[config.mk]
export PLATFORM = sky130hd
export DESIGN_NAME = gcs_clock_control
export DESIGN_NICKNAME = d
export VERILOG_FILES = /design/src/design/gcs_pkg.sv /design/src/design/gcs_sync.sv /design/src/design/gcs_clock_control.sv
export VERILOG_INCLUDE_DIRS = /design/src /design/src/design
export SDC_FILE = /design/constraint.sdc
export NUM_CORES = 1
export LEC_CHECK = 0
export BUFFER_PORTS_ARGS = -buffer_cell sky130_fd_sc_hd__buf_2
export CORE_MARGIN = 3
export CORE_UTILIZATION = 50
export DETAILED_ROUTE_END_ITERATION = 7
export GPL_TIMING_DRIVEN = 0
export MAX_ROUTING_LAYER = met4
export PLACE_DENSITY_LB_ADDON = 0.08
export SLEW_MARGIN = 40
export SYNTH_ARGS = -nofsm -noshare
export SYNTH_HDL_FRONTEND = slang
export SYNTH_SLANG_ARGS = --single-unit
[constraint.sdc]
create_clock -name ref_clk -period 2 [get_ports ref_clk]
set_clock_uncertainty 0.15 [all_clocks]
set_input_delay 0.1 -clock ref_clk [delete_from_list [all_inputs] [get_ports ref_clk]]
set_output_delay 0.1 -clock ref_clk [all_outputs]
set_load 0.01 [all_outputs]
[src/design/gcs_cfg.svh]
`ifndef GCS_CFG_SVH
`define GCS_CFG_SVH

// reference clock rate in hertz (50 ns period)
`define GCS_REF_CLK_HZ 20000000

// dynamic select codes, one per runtime-selectable input
`define GCS_SEL_DED0 2'h0
`define GCS_SEL_DED1 2'h1
`define GCS_SEL_PLL0 2'h2
`define GCS_SEL_PLL1 2'h3

// input counts of one block
`define GCS_DED_PINS 2
`define GCS_PLL_COUNTERS 5
`define GCS_PLL_CANDIDATES 4
`define GCS_CORNER_PINS 2

// device population limits
`define GCS_EDGE_BLOCKS_MIN 5
`define GCS_EDGE_BLOCKS_MAX 6
`define GCS_MAX_BLOCKS_XCVR 30
`define GCS_MAX_BLOCKS_PLAIN 20
`define GCS_SMALL_LAST_NET 9

// reset values of the captured configuration, the runtime select register and the gate
`define GCS_RST_STATIC_SRC 2'h0
`define GCS_RST_PLL_PICK0 2'h0
`define GCS_RST_PLL_PICK1 2'h2
`define GCS_RST_CORNER_PICK 1'h0
`define GCS_RST_REF_SWITCH 1'h0
`define GCS_RST_DYN_SEL 2'h0
`define GCS_RST_GATE 1'h0

`endif

[src/design/gcs_pkg.sv]
package gcs_pkg;

  // static source choice held in configuration
  typedef enum logic [1:0] {
    GCS_STATIC_DYNAMIC = 2'b00,
    GCS_STATIC_DUAL = 2'b01,
    GCS_STATIC_FABRIC = 2'b10
  } gcs_static_e;

  // block life cycle: configuration capture, then user mode
  typedef enum logic [0:0] {
    GCS_ST_CONFIG = 1'b0,
    GCS_ST_USER = 1'b1
  } gcs_state_e;

endpackage

[src/design/gcs_sync.sv]
`timescale 1ns/1ps
// two-flop synchroniser for pins and foreign clocks
module gcs_sync #(
  parameter int WIDTH = 1
) (
  // clock and reset
  input wire logic ref_clk,
  input wire logic resetn,
  // foreign levels
  input wire logic [WIDTH-1:0] asyncIn,
  // levels in the ref_clk domain
  output logic [WIDTH-1:0] syncOut
);

  logic [WIDTH-1:0] stage1;

  // first stage is read only by the second
  always_ff @(posedge ref_clk or negedge resetn) begin
    if (!resetn) begin
      stage1 <= '0;
      syncOut <= '0;
    end else begin
      stage1 <= asyncIn;
      syncOut <= stage1;
    end
  end

endmodule

[src/design/gcs_clock_control.sv]
`timescale 1ns/1ps
`include "gcs_cfg.svh"
// The network is modelled as a level sampled on ref_clk; every source
// from outside this domain is synchronised before the mux sees it.
// pin and counter levels are only passed on; nothing here divides them.
module gcs_clock_control
  import gcs_pkg::*;
#(
  parameter bit IS_TRANSCEIVER = 1'b0,
  parameter bit IS_LEFT_EDGE = 1'b0,
  parameter bit IS_SMALL_DENSITY = 1'b0,
  parameter int NETWORK_INDEX = 0,
  parameter int BLOCKS_PER_EDGE = 5,
  parameter int EDGE_COUNT = 4,
  parameter int PLL_TAP0 = 0,
  parameter int PLL_TAP1 = 1
) (
  // clock and reset
  input wire logic ref_clk,
  input wire logic resetn,
  // dedicated clock pins (foreign domain)
  input wire logic [`GCS_DED_PINS-1:0] dedClkPin,
  // counter outputs of the two adjacent PLLs (foreign domain)
  input wire logic [`GCS_PLL_COUNTERS-1:0] pllCounterA,
  input wire logic [`GCS_PLL_COUNTERS-1:0] pllCounterB,
  // dual-purpose and corner pins (foreign domain)
  input wire logic dualPurposePin,
  input wire logic [`GCS_CORNER_PINS-1:0] cornerPin,
  // fabric source (ref_clk domain)
  input wire logic fabricSource,
  // configuration bits, captured once after reset release
  input wire logic [1:0] cfgStaticSource,
  input wire logic cfgUseCorner,
  input wire logic cfgCornerPick,
  input wire logic [1:0] cfgPllPick0,
  input wire logic [1:0] cfgPllPick1,
  input wire logic cfgRefSwitch,
  // user-mode fabric controls (ref_clk domain)
  input wire logic [1:0] clockSourceSelect,
  input wire logic networkGateEnable,
  input wire logic manualSwitchEn,
  input wire logic manualRefSwitch,
  // network and PLL feed
  output logic globalClockNetwork,
  output logic pllReferenceInput,
  output logic pllForwardAllowed,
  // pins handed back to the fabric
  output logic [`GCS_DED_PINS-1:0] dedPinToFabric,
  output logic cornerIoData,
  // status
  output logic userMode,
  output logic [1:0] activeSelect,
  output logic gateActive
);

  // elaboration checks on the device population; a parameter set that no
  // part can have stops the build instead of giving a block that cannot exist
  if (BLOCKS_PER_EDGE < `GCS_EDGE_BLOCKS_MIN || BLOCKS_PER_EDGE > `GCS_EDGE_BLOCKS_MAX) begin
    $error("blocks per edge out of range");
  end
  if (EDGE_COUNT < 1) begin
    $error("edge count must be positive");
  end
  if (IS_TRANSCEIVER && BLOCKS_PER_EDGE * EDGE_COUNT > `GCS_MAX_BLOCKS_XCVR) begin
    $error("too many blocks for a transceiver part");
  end
  if (!IS_TRANSCEIVER && BLOCKS_PER_EDGE * EDGE_COUNT > `GCS_MAX_BLOCKS_PLAIN) begin
    $error("too many blocks for a plain part");
  end
  if (PLL_TAP0 < 0 || PLL_TAP0 >= `GCS_PLL_COUNTERS || PLL_TAP1 < 0
      || PLL_TAP1 >= `GCS_PLL_COUNTERS || PLL_TAP0 == PLL_TAP1) begin
    $error("PLL taps must be two distinct counters");
  end
  if (NETWORK_INDEX < 0) begin
    $error("network index negative");
  end

  // network exists unless a small plain part asks for a high index
  // (small plain parts build only the first ten networks)
  localparam bit NET_PRESENT = !(IS_SMALL_DENSITY && !IS_TRANSCEIVER
                                 && NETWORK_INDEX > `GCS_SMALL_LAST_NET);
  // transceiver left edge has no dedicated pin inputs
  localparam bit DED_PRESENT = !(IS_TRANSCEIVER && IS_LEFT_EDGE);

  // synchronised sources: two flops on every foreign input guard the mux
  // against metastable levels, at the cost of two cycles of latency
  logic [`GCS_DED_PINS-1:0] dedSync;
  logic [`GCS_PLL_COUNTERS-1:0] pllSyncA;
  logic [`GCS_PLL_COUNTERS-1:0] pllSyncB;
  logic [2:0] pinSync;

  gcs_sync #(.WIDTH(`GCS_DED_PINS)) u_ded_sync (
    .ref_clk(ref_clk),
    .resetn(resetn),
    .asyncIn(dedClkPin),
    .syncOut(dedSync)
  );

  gcs_sync #(.WIDTH(`GCS_PLL_COUNTERS)) u_plla_sync (
    .ref_clk(ref_clk),
    .resetn(resetn),
    .asyncIn(pllCounterA),
    .syncOut(pllSyncA)
  );

  gcs_sync #(.WIDTH(`GCS_PLL_COUNTERS)) u_pllb_sync (
    .ref_clk(ref_clk),
    .resetn(resetn),
    .asyncIn(pllCounterB),
    .syncOut(pllSyncB)
  );

  gcs_sync #(.WIDTH(3)) u_pin_sync (
    .ref_clk(ref_clk),
    .resetn(resetn),
    .asyncIn({cornerPin, dualPurposePin}),
    .syncOut(pinSync)
  );

  // captured configuration, frozen once user mode starts
  gcs_state_e state;
  gcs_static_e staticSource;
  logic useCorner;
  logic cornerPick;
  logic [1:0] pllPick0;
  logic [1:0] pllPick1;
  logic refSwitchCfg;

  // configuration is caught on the first edge after release, never at reset;
  // these fields are written in the configuration state only, so no user-mode
  // input has a path to change the static choice afterwards
  always_ff @(posedge ref_clk or negedge resetn) begin
    if (!resetn) begin
      state <= GCS_ST_CONFIG;
      staticSource <= GCS_STATIC_DYNAMIC;
      useCorner <= 1'b0;
      cornerPick <= `GCS_RST_CORNER_PICK;
      pllPick0 <= `GCS_RST_PLL_PICK0;
      pllPick1 <= `GCS_RST_PLL_PICK1;
      refSwitchCfg <= `GCS_RST_REF_SWITCH;
    end else begin
      case (state)
        GCS_ST_CONFIG: begin
          state <= GCS_ST_USER;
          case (cfgStaticSource)
            2'h1: staticSource <= GCS_STATIC_DUAL;
            2'h2: staticSource <= GCS_STATIC_FABRIC;
            default: staticSource <= GCS_STATIC_DYNAMIC;
          endcase
          useCorner <= cfgUseCorner;
          cornerPick <= cfgCornerPick;
          pllPick0 <= cfgPllPick0;
          pllPick1 <= cfgPllPick1;
          refSwitchCfg <= cfgRefSwitch;
        end
        GCS_ST_USER: begin
          state <= GCS_ST_USER; // user logic cannot reach the fields above
        end
        default: begin
          state <= GCS_ST_CONFIG;
        end
      endcase
    end
  end

  // four PLL candidates: two global-capable counters of each adjacent PLL;
  // the other three counters of each PLL never reach the network
  logic [`GCS_PLL_CANDIDATES-1:0] pllCandidates;
  assign pllCandidates = {pllSyncB[PLL_TAP1], pllSyncB[PLL_TAP0],
                          pllSyncA[PLL_TAP1], pllSyncA[PLL_TAP0]};

  // the two PLL inputs of the block
  // the picks are frozen with the rest of the configuration
  logic pllIn0;
  logic pllIn1;
  assign pllIn0 = pllCandidates[pllPick0];
  assign pllIn1 = pllCandidates[pllPick1];

  // dedicated pins, absent on the transceiver left edge
  logic [`GCS_DED_PINS-1:0] dedIn;
  assign dedIn = DED_PRESENT ? dedSync : '0;

  // dual-purpose input: plain pin or one of the corner pair
  // only one corner pin feeds at a time; its partner stays a plain input
  logic dualIn;
  assign dualIn = useCorner ? pinSync[1 + cornerPick] : pinSync[0];

  // runtime select register; only written in user mode
  logic [1:0] dynSel;

  always_ff @(posedge ref_clk or negedge resetn) begin
    if (!resetn) begin
      dynSel <= `GCS_RST_DYN_SEL;
    end else if (state == GCS_ST_USER) begin
      dynSel <= clockSourceSelect;
    end
  end

  // fixed one-to-one map of select codes onto the dynamic inputs
  // a select change is not glitch free: the network may show a short stub of
  // the old source, so gate it off around a change when that matters
  logic dynamicSource;
  always_comb begin
    case (dynSel)
      `GCS_SEL_DED0: dynamicSource = dedIn[0];
      `GCS_SEL_DED1: dynamicSource = dedIn[1];
      `GCS_SEL_PLL0: dynamicSource = pllIn0;
      `GCS_SEL_PLL1: dynamicSource = pllIn1;
      default: dynamicSource = 1'b0;
    endcase
  end

  // static stage: dual-purpose and fabric inputs bypass the runtime select
  logic selectedSource;
  always_comb begin
    case (staticSource)
      GCS_STATIC_DUAL: selectedSource = dualIn;
      GCS_STATIC_FABRIC: selectedSource = fabricSource;
      GCS_STATIC_DYNAMIC: selectedSource = dynamicSource;
      default: selectedSource = 1'b0;
    endcase
  end

  // previous source level, for falling-edge detection
  logic sourcePrev;

  always_ff @(posedge ref_clk or negedge resetn) begin
    if (!resetn) begin
      sourcePrev <= 1'b0;
    end else begin
      sourcePrev <= selectedSource;
    end
  end

  // a select change from a high source to a low one also reads as a fall;
  // that only lets a pending gate request act at that edge
  logic sourceFall;
  assign sourceFall = sourcePrev && !selectedSource;

  // gate enable updates only on a falling source edge, so a high phase
  // is never cut short; a stopped source keeps the last gate state
  // an enable request must therefore stand until the source next falls
  always_ff @(posedge ref_clk or negedge resetn) begin
    if (!resetn) begin
      gateActive <= `GCS_RST_GATE;
    end else if (state == GCS_ST_USER && sourceFall) begin
      gateActive <= networkGateEnable;
    end
  end

  // network output; gating acts here and on the forwarded reference, PLL counters are never touched
  // because the gate sits after the mux, a PLL behind the source keeps lock
  // and the network reopens without any relock time
  always_ff @(posedge ref_clk or negedge resetn) begin
    if (!resetn) begin
      globalClockNetwork <= 1'b0;
    end else begin
      globalClockNetwork <= NET_PRESENT && gateActive && selectedSource;
    end
  end

  // PLL feed allowed only for pin or PLL sourced blocks
  // dual-purpose and fabric sources never reach a PLL reference
  logic forwardOk;
  assign forwardOk = (staticSource == GCS_STATIC_DYNAMIC) && NET_PRESENT;

  always_ff @(posedge ref_clk or negedge resetn) begin
    if (!resetn) begin
      pllForwardAllowed <= 1'b0;
    end else begin
      pllForwardAllowed <= forwardOk && (state == GCS_ST_USER);
    end
  end

  // reference switch: configured value or manual switchover override
  logic refSwitch;
  assign refSwitch = manualSwitchEn ? manualRefSwitch : refSwitchCfg;

  // reference mux: dedicated pin 0, or the forwarded network when allowed
  // the forwarded network carries the gate, so gating it also starves the
  // PLL reference; keep the switch on pin 0 while gating if that hurts
  always_ff @(posedge ref_clk or negedge resetn) begin
    if (!resetn) begin
      pllReferenceInput <= 1'b0;
    end else if (refSwitch) begin
      pllReferenceInput <= forwardOk && gateActive && selectedSource;
    end else begin
      pllReferenceInput <= dedIn[0];
    end
  end

  // dedicated pins, and the spare corner pin when useCorner is set, reach the fabric through ordinary registers
  // each path has its own output register here, after the two-flop synchroniser
  always_ff @(posedge ref_clk or negedge resetn) begin
    if (!resetn) begin
      dedPinToFabric <= '0;
      cornerIoData <= 1'b0;
    end else begin
      dedPinToFabric <= dedIn;
      cornerIoData <= useCorner ? pinSync[2 - cornerPick] : 1'b0;
    end
  end

  // status, registered so every output leaves a flop
  // activeSelect trails the select register by one edge
  always_ff @(posedge ref_clk or negedge resetn) begin
    if (!resetn) begin
      userMode <= 1'b0;
      activeSelect <= `GCS_RST_DYN_SEL;
    end else begin
      userMode <= (state == GCS_ST_USER);
      activeSelect <= dynSel;
    end
  end

  // the six-input limit holds by construction of the port list: two pins,
  // two PLL candidates, one dual-purpose or corner pin and one fabric source
  // reach the muxes, and nothing else can

endmodule

==> results.json, run 1 <==
{
  "status": "finished, final reports clean",
  "finalSetupViolations": 0,
  "drive_above_1_share": 0.345,
  "cts.htree.levels": 2,
  "cts_root_buf": "clkbuf_4",
  "syn_area_um2": 1460,
  "cts_sinks": 41,
  "cts_buffers": 5,
  "io_buffers": 35,
  "gp_congestion": 0.702,
  "chipHeight_um": 60.0,
  "antenna_found_initial": 0,
  "finalWorstSetupSlack_ps": 241,
  "drv_cap": 0,
  "gr-total-overflow": 0,
  "boundaryPins": 42,
  "cp_max_fo": 10,
  "drc_errors": 0,
  "avgRoutedWirePerCell_um": 12.9,
  "period_minus_slack_ps": 1760,
  "clkTransAtPathRegs_ps": 110,
  "yosys.area_share.xor_xnor": 0,
  "cp.required_ps": 2090,
  "total_power_mw": 1.75,
  "core_area_um2": 2610,
  "area_growth_pct": 38.3,
  "totalWireLength_um": 2510,
  "powerDensity_nw_per_um2": 867,
  "rsz0062_at_grt": "false",
  "clock.fmax_ghz": 0.569,
  "p_int_mw": 1.34,
  "synth_top_family_by_area": "multiplexers",
  "vias": 951,
  "die_area_um2": 3600,
  "cts_tree": "yes",
  "synth.avg_cell_area_um2": 14.9,
  "pwr-share-comb": 0.143,
  "synthSimpleGateAreaFrac": 0.0832,
  "place_ws_ps": 228,
  "grtUsageTotal": 0.174,
  "clkLatencyLatePin_ps": 350,
  "grt_pass1_wl_um": 4240,
  "fin_crit_sh": 0.879,
  "swShare": 0.234,
  "grt_max_degree": 24,
  "wl_met1_um": 1050,
  "cp-start-kind": "flip-flop",
  "post-dp-hpwl_um": 1670,
  "diodes": 0,
  "ant_nets": 0,
  "ir_drop_v": 0.000793,
  "p_seq_frac": 0.541,
  "clkPwrFrac": 0.317,
  "switchingPower_mw": 0.410,
  "grt_pass1_vias": 957,
  "die_w_um": 60.0,
  "ys_warn_count": 0,
  "synth-seq-cells": 41,
  "endpoint_kind": "flip-flop",
  "synthesis.nets": 130,
  "synth-compound-area-share": 0.0669,
  "path_class": "flip-flop to flip-flop",
  "cts_buffer_depth": 2,
  "syn_inst": 98,
  "critPathArrivalTime_ps": 1850,
  "synth_cell_types": 31,
  "ys_seq_area_frac": 0.704,
  "fin_util": 0.773,
  "slew_viol_final": 0,
  "p_leak_nw": 0.948,
  "nNetsFinal": 196,
  "fp-row-count": 18,
  "drt_iter0_drc": 37,
  "route.met3.wl_um": 208,
  "synthAdderAreaFrac": 0,
  "hp-class": "input pin to flip-flop",
  "top_layer_used": "met4",
  "viasPerCell": 4.88,
  "hold_violations": 0,
  "start_util": 0.558,
  "wl_met2_um": 1210,
  "muxShareOfSynthArea": 0.124,
  "dr.pass1.iters": 4,
  "setup_tns_ps": 0
}
## power by group through the flow
| stage | Sequential (mW) | Combinational (mW) | Clock [mW] |
|---|---|---|---|
| 6_report | 0.946 | 0.250 | 0.554 |
| 4_1_cts | 0.947 | 0.254 | 0.566 |
| 3_5_place_dp | 0.963 | 0.220 | 0 |
| 3_3_place_gp | 0.959 | 0.206 | 0 |
| 2_1_floorplan | 0.970 | 0.111 | 0 |
| 5_1_grt | 0.958 | 0.277 | 0.607 |
## cells in the mapped netlist
library cell	number	area, µm²
buf_2	1	5.00
mux2_1	3	33.8
a211oi_1	1	7.51
and2_1	1	6.26
nand2b_1	3	18.8
o21ai_0	3	15.0
dfstp_2	1	26.3
inv_1	2	7.51
nand3_1	1	5.00
o2bb2ai_1	1	8.76
nand2_1	6	22.5
o41ai_2	1	16.3
nor3_1	1	5.00
nor3b_1	1	7.51
a221oi_2	1	15.0
mux2i_1	8	80.1
conb_1	1	3.75
nor2_2	1	6.26
nand3b_1	2	15.0
dfrtp_1	40	1000
a22o_1	1	8.76
nor2_1	2	7.51
nor2b_1	1	6.26
o211ai_1	1	7.51
buf_4	1	7.51
o32ai_1	1	8.76
nor4_2	1	12.5
a21oi_1	2	10.0
mux2_2	6	67.6
clkbuf_1	2	7.51
nor4b_1	1	8.76
## cell type report
type | instances | area (µm²)
Clock inverter | 2 | 37.5
Buffer | 4 | 20.0
Clock buffer | 6 | 51.3
Sequential cell | 41 | 1030
Tap cell | 30 | 37.5
Fill cell | 170 | 594
Inverter | 2 | 7.51
Timing Repair Buffer | 59 | 433
Multi-Input combinational cell | 51 | 404
## through the flow
| stage | cells | cell area [µm²] | hold WS, ps |
|---|---|---|---|
| after floorplan | 98 | 1460 | -346 |
| after global placement | 163 | 1670 | 57.5 |
| after detailed placement | 164 | 1700 | -82.2 |
| after CTS | 195 | 2020 | 10.2 |
| after global routing | 195 | 2020 | 21.3 |
| final | 195 | 2020 | 13.4 |
## worst paths after layout
path,from,endpoint,slack [ps],depth (start not counted)
worst max-delay path,state$_DFF_PN0_,useCorner$_DFFE_PN0N_,240,3
worst min-delay path,manualRefSwitch,pllReferenceInput$_DFF_PN0_,10,3
worst max register to register,state$_DFF_PN0_,useCorner$_DFFE_PN0N_,240,3
worst min register to register,u_plla_sync.stage1[0]$_DFF_PN0_,u_plla_sync.syncOut[0]$_DFF_PN0_,210,0
max in group asynchronous,resetn,useCorner$_DFFE_PN0N_,1170,3
min in group asynchronous,resetn,userMode$_DFF_PN0_,70,2
## logic make-up (layout without fill, tap and decap cells)
group | count (synthesis) | in the layout
AO/OA/AOI/OAI | 12 | 12
AND/OR/NAND/NOR | 21 | 21
multiplexers | 17 | 17
buffers and inverters | 6 | 73
other | 1 | 1
flip-flops | 41 | 41
## metal layers
metal / vias up / GRT usage
li1: 472 / -
met1: 440 / 0.200
met2: 33 / 0.273
met3: 6 / 0.0734
met4: 0 / 0.0570
met5: - / -
## placed cells by master (no fill, tap or decap), drive strengths merged
cell / count
nor4: 1
nor4b: 1
nor3b: 1
a21oi: 2
nand2b: 3
o32ai: 1
nand3: 1
buf: 38
dlygate4sd3: 23
o21ai: 3
dfstp: 1
nor3: 1
dfrtp: 40
a22o: 1
bufinv: 1
nor2b: 1
nand3b: 2
nand2: 6
a211oi: 1
clkbuf: 8
nor2: 3
o2bb2ai: 1
conb: 1
mux2i: 8
mux2: 9
o211ai: 1
o41ai: 1
clkinvlp: 1
and2: 1
inv: 2
a221oi: 1
## flip-flops by register name, indices dropped and copies added (netlist names), 2 cells and up
| name | count |
|---|---|
| activeSelect | 2 |
| dedPinToFabric | 2 |
| dynSel | 2 |
| pllPick0 | 2 |
| pllPick1 | 2 |
| staticSource | 2 |
| u_ded_sync.stage1 | 2 |
| u_ded_sync.syncOut | 2 |
| u_pin_sync.stage1 | 3 |
| u_pin_sync.syncOut | 3 |
| u_plla_sync.stage1 | 2 |
| u_plla_sync.syncOut | 2 |
| u_pllb_sync.stage1 | 2 |
| u_pllb_sync.syncOut | 2 |
## repair_timing
item,in CTS,in global routing
gates resized for setup,0,0
setup buffers,0,0
hold buffers,23,0
hold endpoints to repair,62,0
## critical path, stage by stage, from the launching register on
cell      delay (ps)
dfrtp_1          350
clkbuf_1         310
clkbuf_1         430
mux2_2           400
(Power assumes the default switching activity.)
==> inputs of run 2 (changes only) <==
--- a/config.mk
+++ b/config.mk
@@ -8,7 +8,8 @@
 export LEC_CHECK = 0
 export BUFFER_PORTS_ARGS = -buffer_cell sky130_fd_sc_hd__buf_2
 export CORE_MARGIN = 3
-export CORE_UTILIZATION = 50
+export CORE_UTILIZATION = 52
+export CTS_BUF_LIST = sky130_fd_sc_hd__clkbuf_8
 export DETAILED_ROUTE_END_ITERATION = 7
 export GPL_TIMING_DRIVEN = 0
 export MAX_ROUTING_LAYER = met4
==> run 2 against run 1 <==
Routed wire length rose by 3.2%. Global-route usage is 1.1 points higher. Cell count unchanged. Critical path depth is 2 higher. Combinational power grew 2%. Flip-flop and latch count stayed put. Worst hold slack better by 75 ps. Setup slack worse by 56 ps. Utilization increased by 1.8 points. Fmax down 3.1%. Via count is 4.3% higher. Clock-buffer cell count grew 1.
==> results.json, run 2 (synthesized netlist as in run 1, its figures left out) <==
{
  "status": "finished, final reports clean",
  "grt_pass1_wl_um": 4440,
  "totalWireLength_um": 2590,
  "slew_viol_final": 0,
  "cp.required_ps": 2030,
  "cts_buffer_depth": 2,
  "path_cells": "mux2i_1 -> o211ai_1 -> nor4_2 -> nor2_2 -> a22o_1",
  "vias": 992,
  "die_w_um": 59.0,
  "p_seq_frac": 0.536,
  "crit_start": "cornerPick$_DFFE_PN0N_",
  "die_area_um2": 3480,
  "crit_path_end": "pllReferenceInput$_DFF_PN0_",
  "slowest_stage": "dfrtp_1",
  "critPathArrivalTime_ps": 1840,
  "multiInputGateArea_um2": 404,
  "area_growth_pct": 39.2,
  "core_area_um2": 2570,
  "antenna_found_initial": 0,
  "finalWorstSetupSlack_ps": 185,
  "slowest_delay_ps": 400,
  "fin_cells": 195,
  "hold_violations": 0,
  "post_cts_buffers": 0,
  "period_minus_slack_ps": 1810,
  "rsz0062_at_grt": "false",
  "viasPerCell": 5.09,
  "cts_tree": "yes",
  "cp_max_fo": 4,
  "fillers": 172,
  "ir_drop_v": 0.000788,
  "drv_cap": 0,
  "drc_errors": 0,
  "dp.cells": 164,
  "r2r_start": "cornerPick$_DFFE_PN0N_",
  "cts.htree.levels": 2,
  "pwr-share-comb": 0.144,
  "switchingPower_mw": 0.412,
  "powerDensity_nw_per_um2": 870,
  "cts-hold-fix-buffers": 23,
  "layout_common_cells": "40 x dfrtp_1, 36 x buf_2, 23 x dlygate4sd3_1, 8 x mux2i_1, 7 x clkbuf_8",
  "clkPwrFrac": 0.320,
  "grt_pass1_vias": 1037,
  "finalSetupViolations": 0,
  "clkLatencyLatePin_ps": 280,
  "p_leak_nw": 0.958,
  "drt_iter0_drc": 24,
  "regArea_um2": 1030,
  "grtUsageTotal": 0.185,
  "post-dp-hpwl_um": 1740,
  "avgRoutedWirePerCell_um": 13.3,
  "start_util": 0.568,
  "p_int_mw": 1.36,
  "path_class": "flip-flop to flip-flop",
  "fp-row-count": 18,
  "setup_tns_ps": 0,
  "cts_resized": 0,
  "clkTransAtPathRegs_ps": 70,
  "clock.fmax_ghz": 0.551,
  "gr-total-overflow": 0,
  "diodes": 0,
  "nNetsFinal": 196,
  "hp-class": "input pin to flip-flop",
  "gp_congestion": 0.743,
  "io_buffers": 35,
  "chipHeight_um": 59.0,
  "ff2ff_setup_slack_ps": 190,
  "place_ws_ps": 198,
  "top_regs": "u_pin_sync.stage1 (3), u_pin_sync.syncOut (3)",
  "critPathTopFamily": "simple AND/OR/NAND/NOR gates",
  "ant_nets": 0,
  "drive_above_1_share": 0.345,
  "cts_sinks": 41,
  "grt_max_degree": 22,
  "final_common_cell": "dfrtp_1",
  "boundaryPins": 42,
  "swShare": 0.233,
  "cts_buffers": 5,
  "path_buf_inv": 0,
  "cts_root_buf": "clkbuf_8",
  "regToRegEndpoint": "pllReferenceInput$_DFF_PN0_",
  "cp.depth": 5,
  "endpoint_kind": "flip-flop",
  "rr_worst_depth": 5,
  "fin_crit_sh": 0.907,
  "cp-start-kind": "flip-flop",
  "dr.pass1.iters": 4
}
run 2: cell types whose count changed in the layout (fill, tap and decap cells not counted):
cell,change
clkbuf_4,-5
clkbuf_8,+6
clkinv_2,+1
bufinv_16,-1
clkinvlp_4,-1
run 2: how the worst min path moves through the flow:
stage / cells past startpoint / start / slack [ps] / to
CTS: 3 / manualRefSwitch / 80 / pllReferenceInput$_DFF_PN0_
global placement: 1 / pllCounterA[0] / 60 / u_plla_sync.stage1[0]$_DFF_PN0_
detailed placement: 1 / resetn / -60 / activeSelect[0]$_DFF_PN0_
finish: 3 / manualRefSwitch / 90 / pllReferenceInput$_DFF_PN0_
global route: 3 / manualRefSwitch / 110 / pllReferenceInput$_DFF_PN0_
floorplan: 0 / resetn / -350 / activeSelect[0]$_DFF_PN0_
run 2: layout make-up:
| type | instances | area share |
|---|---|---|
| multi-input combinational | 51 | 0.199 |
| sequential | 41 | 0.506 |
| clock buffer | 7 | 0.0474 |
| clock inverter | 1 | 0.00246 |
| timing repair buffer | 59 | 0.213 |
| buffer | 4 | 0.00986 |
| inverter | 2 | 0.00370 |
| tap | 30 | 0.0185 |
run 2: per-stage QoR:
stage,hold WS [ps],utilization,power (mW),instance area (µm²)
4_1_cts,81.0,0.791,1.79,2030
3_5_place_dp,-58.7,0.662,1.19,1700
2_1_floorplan,-346,-,1.08,1460
5_1_grt,106,0.791,1.85,2030
6_report,88.2,0.791,1.77,2030
3_3_place_gp,57.6,0.651,1.16,1670
run 2: power by group through the flow:
stage	sequential, mW	clock [mW]	combinational (mW)
after global routing	0.958	0.610	0.281
after global placement	0.959	0	0.206
after detailed placement	0.965	0	0.221
after CTS	0.949	0.582	0.255
final	0.948	0.566	0.254
after floorplan	0.970	0	0.111
run 2: layer usage:
| layer | vias up | share of wire | wire [µm] | GRT usage |
|---|---|---|---|---|
| met4 | 0 | 0.024 | 63 | 0.100 |
| met5 | - | 0 | 0 | - |
| met2 | 39 | 0.51 | 1320 | 0.300 |
| met3 | 8 | 0.065 | 168 | 0.0548 |
| li1 | 469 | - | - | - |
| met1 | 476 | 0.40 | 1040 | 0.204 |
run 2: worst min-delay path, cell delays in order:
cell and delay, ps:
buf_2 80, mux2i_1 70, a22o_1 230
==> inputs of run 3 (changes only) <==
--- a/config.mk
+++ b/config.mk
@@ -14,6 +14,7 @@
 export GPL_TIMING_DRIVEN = 0
 export MAX_ROUTING_LAYER = met4
 export PLACE_DENSITY_LB_ADDON = 0.08
+export REMOVE_ABC_BUFFERS = 1
 export SLEW_MARGIN = 40
 export SYNTH_ARGS = -nofsm -noshare
 export SYNTH_HDL_FRONTEND = slang
==> run 3 against run 2 <==
Total power up 4.0%. Clock-buffer cell count down 2. Setup slack better by 25 ps. Global-route usage down 0.82 points. Sequential power up 1%. Worst hold slack better by 35 ps. Sequential share of layout area up 0.79 points. Largest cell class unchanged. Largest power group unchanged.
==> results.json, run 3 (synthesized netlist as in run 1, its figures left out) <==
{
  "status": "finished, final reports clean",
  "grtUsageTotal": 0.177,
  "p_leak_nw": 0.934,
  "postPlaceCellArea_um2": 1650,
  "drc_errors": 0,
  "cp_max_fo": 4,
  "whs_ps": 123,
  "fin_crit_sh": 0.895,
  "cp.required_ps": 2030,
  "vias": 938,
  "r2r_start": "pllPick1[0]$_DFFE_PN0N_",
  "viasPerCell": 4.94,
  "gp_congestion": 0.743,
  "period_minus_slack_ps": 1790,
  "gr-total-overflow": 0,
  "grt_max_degree": 42,
  "cts_buffer_depth": 2,
  "path_buf_inv": 0,
  "fin_util": 0.779,
  "path_class": "flip-flop to flip-flop",
  "worst_pin_slew_ps": 624,
  "fin_cells": 190,
  "finalWorstSetupSlack_ps": 210,
  "setup_tns_ps": 0,
  "post_cts_buffers": 0,
  "ff2ff_setup_slack_ps": 210,
  "cts_root_buf": "clkbuf_8",
  "critPathTopFamily": "simple AND/OR/NAND/NOR gates",
  "grt_pass1_vias": 962,
  "crit_path_end": "pllReferenceInput$_DFF_PN0_",
  "drv_cap": 0,
  "post-dp-hpwl_um": 1620,
  "layout_common_cells": "40 x dfrtp_1, 34 x buf_2, 23 x dlygate4sd3_1, 8 x mux2i_1",
  "grt_pass1_wl_um": 4110,
  "io_buffers": 35,
  "core_area_um2": 2570,
  "cts_sinks": 41,
  "chipHeight_um": 59.0,
  "hp-class": "input pin to flip-flop",
  "endpoint_kind": "flip-flop",
  "ir_drop_v": 0.000793,
  "regToRegEndpoint": "pllReferenceInput$_DFF_PN0_",
  "cts_buffers": 5,
  "rsz0062_at_grt": "false",
  "nNetsFinal": 191,
  "boundaryPins": 42,
  "top_regs": "u_pin_sync.stage1 (3), u_pin_sync.syncOut (3)",
  "final_common_cell": "dfrtp_1",
  "place_ws_ps": 269,
  "antenna_found_initial": 0,
  "cts.htree.levels": 2,
  "cts_tree": "yes",
  "final_area_um2": 2000,
  "slowest_stage": "dfrtp_1",
  "fp-row-count": 18,
  "cp-start-kind": "flip-flop",
  "critPathArrivalTime_ps": 1820,
  "start_util": 0.568,
  "dr.pass1.iters": 3,
  "rr_worst_depth": 5,
  "powerDensity_nw_per_um2": 920,
  "clkTransAtPathRegs_ps": 80,
  "die_w_um": 59.0,
  "dp.cells": 159,
  "drive_above_1_share": 0.338,
  "avgRoutedWirePerCell_um": 13.8,
  "drt_iter0_drc": 17,
  "clkLatencyLatePin_ps": 290,
  "totalWireLength_um": 2620,
  "total_power_mw": 1.84,
  "path_cells": "mux2i_1 -> o32ai_1 -> nor4_2 -> nor2_2 -> a22o_1",
  "clock.fmax_ghz": 0.559,
  "cp.depth": 5,
  "crit_start": "pllPick1[0]$_DFFE_PN0N_",
  "finalSetupViolations": 0,
  "ant_nets": 0,
  "area_growth_pct": 37.0,
  "relSlewSlack": 0.584,
  "slew_viol_final": 0,
  "hold_violations": 0,
  "die_area_um2": 3480,
  "slowest_delay_ps": 430,
  "diodes": 0
}
run 3: worst min-delay path by stage:
stage | slack (ps) | endpoint | cells past startpoint | start
after floorplan | -350 | activeSelect[0]$_DFF_PN0_ | 0 | resetn
after global placement | 60 | u_plla_sync.stage1[1]$_DFF_PN0_ | 1 | pllCounterA[1]
after detailed placement | 60 | u_plla_sync.stage1[0]$_DFF_PN0_ | 1 | pllCounterA[0]
after CTS | 100 | pllReferenceInput$_DFF_PN0_ | 3 | manualRefSwitch
after global routing | 130 | pllReferenceInput$_DFF_PN0_ | 3 | manualRefSwitch
final | 120 | pllReferenceInput$_DFF_PN0_ | 3 | manualRefSwitch
run 3: power by group:
| group | switching [mW] | total [mW] | internal, mW |
|---|---|---|---|
| sequential | 0.0586 | 0.962 | 0.904 |
| clock | 0.276 | 0.649 | 0.373 |
| combinational | 0.0965 | 0.227 | 0.131 |
| total | 0.431 | 1.84 | 1.41 |
run 3: worst register-to-register path, delay by kind of cell, from the launching register on:
kind             cells  cell delay, ps
AO/OA/AOI/OAI        2             350
flip-flops           1             430
AND/OR/NAND/NOR      2             480
multiplexers         1             280
run 3: layout make-up:
cell class	instances	area [µm²]
Clock inverter	3	46.3
Clock buffer	5	68.8
Fill cell	162	568
Sequential cell	41	1030
Inverter	2	7.51
Multi-Input combinational cell	51	404
Tap cell	30	37.5
Timing Repair Buffer	58	408
run 3: what timing repair did:
action | in CTS | in global routing
hold buffers | 23 | 0
hold endpoints to repair | 61 | 0
resized for setup | 0 | 0
run 3: layer usage:
layer  track usage  share of wire  vias up
met2         0.276           0.53       28
met5             -              0        -
li1              -              -      461
met1         0.199           0.40      444
met4        0.0777          0.015        0
met3        0.0724          0.055        5
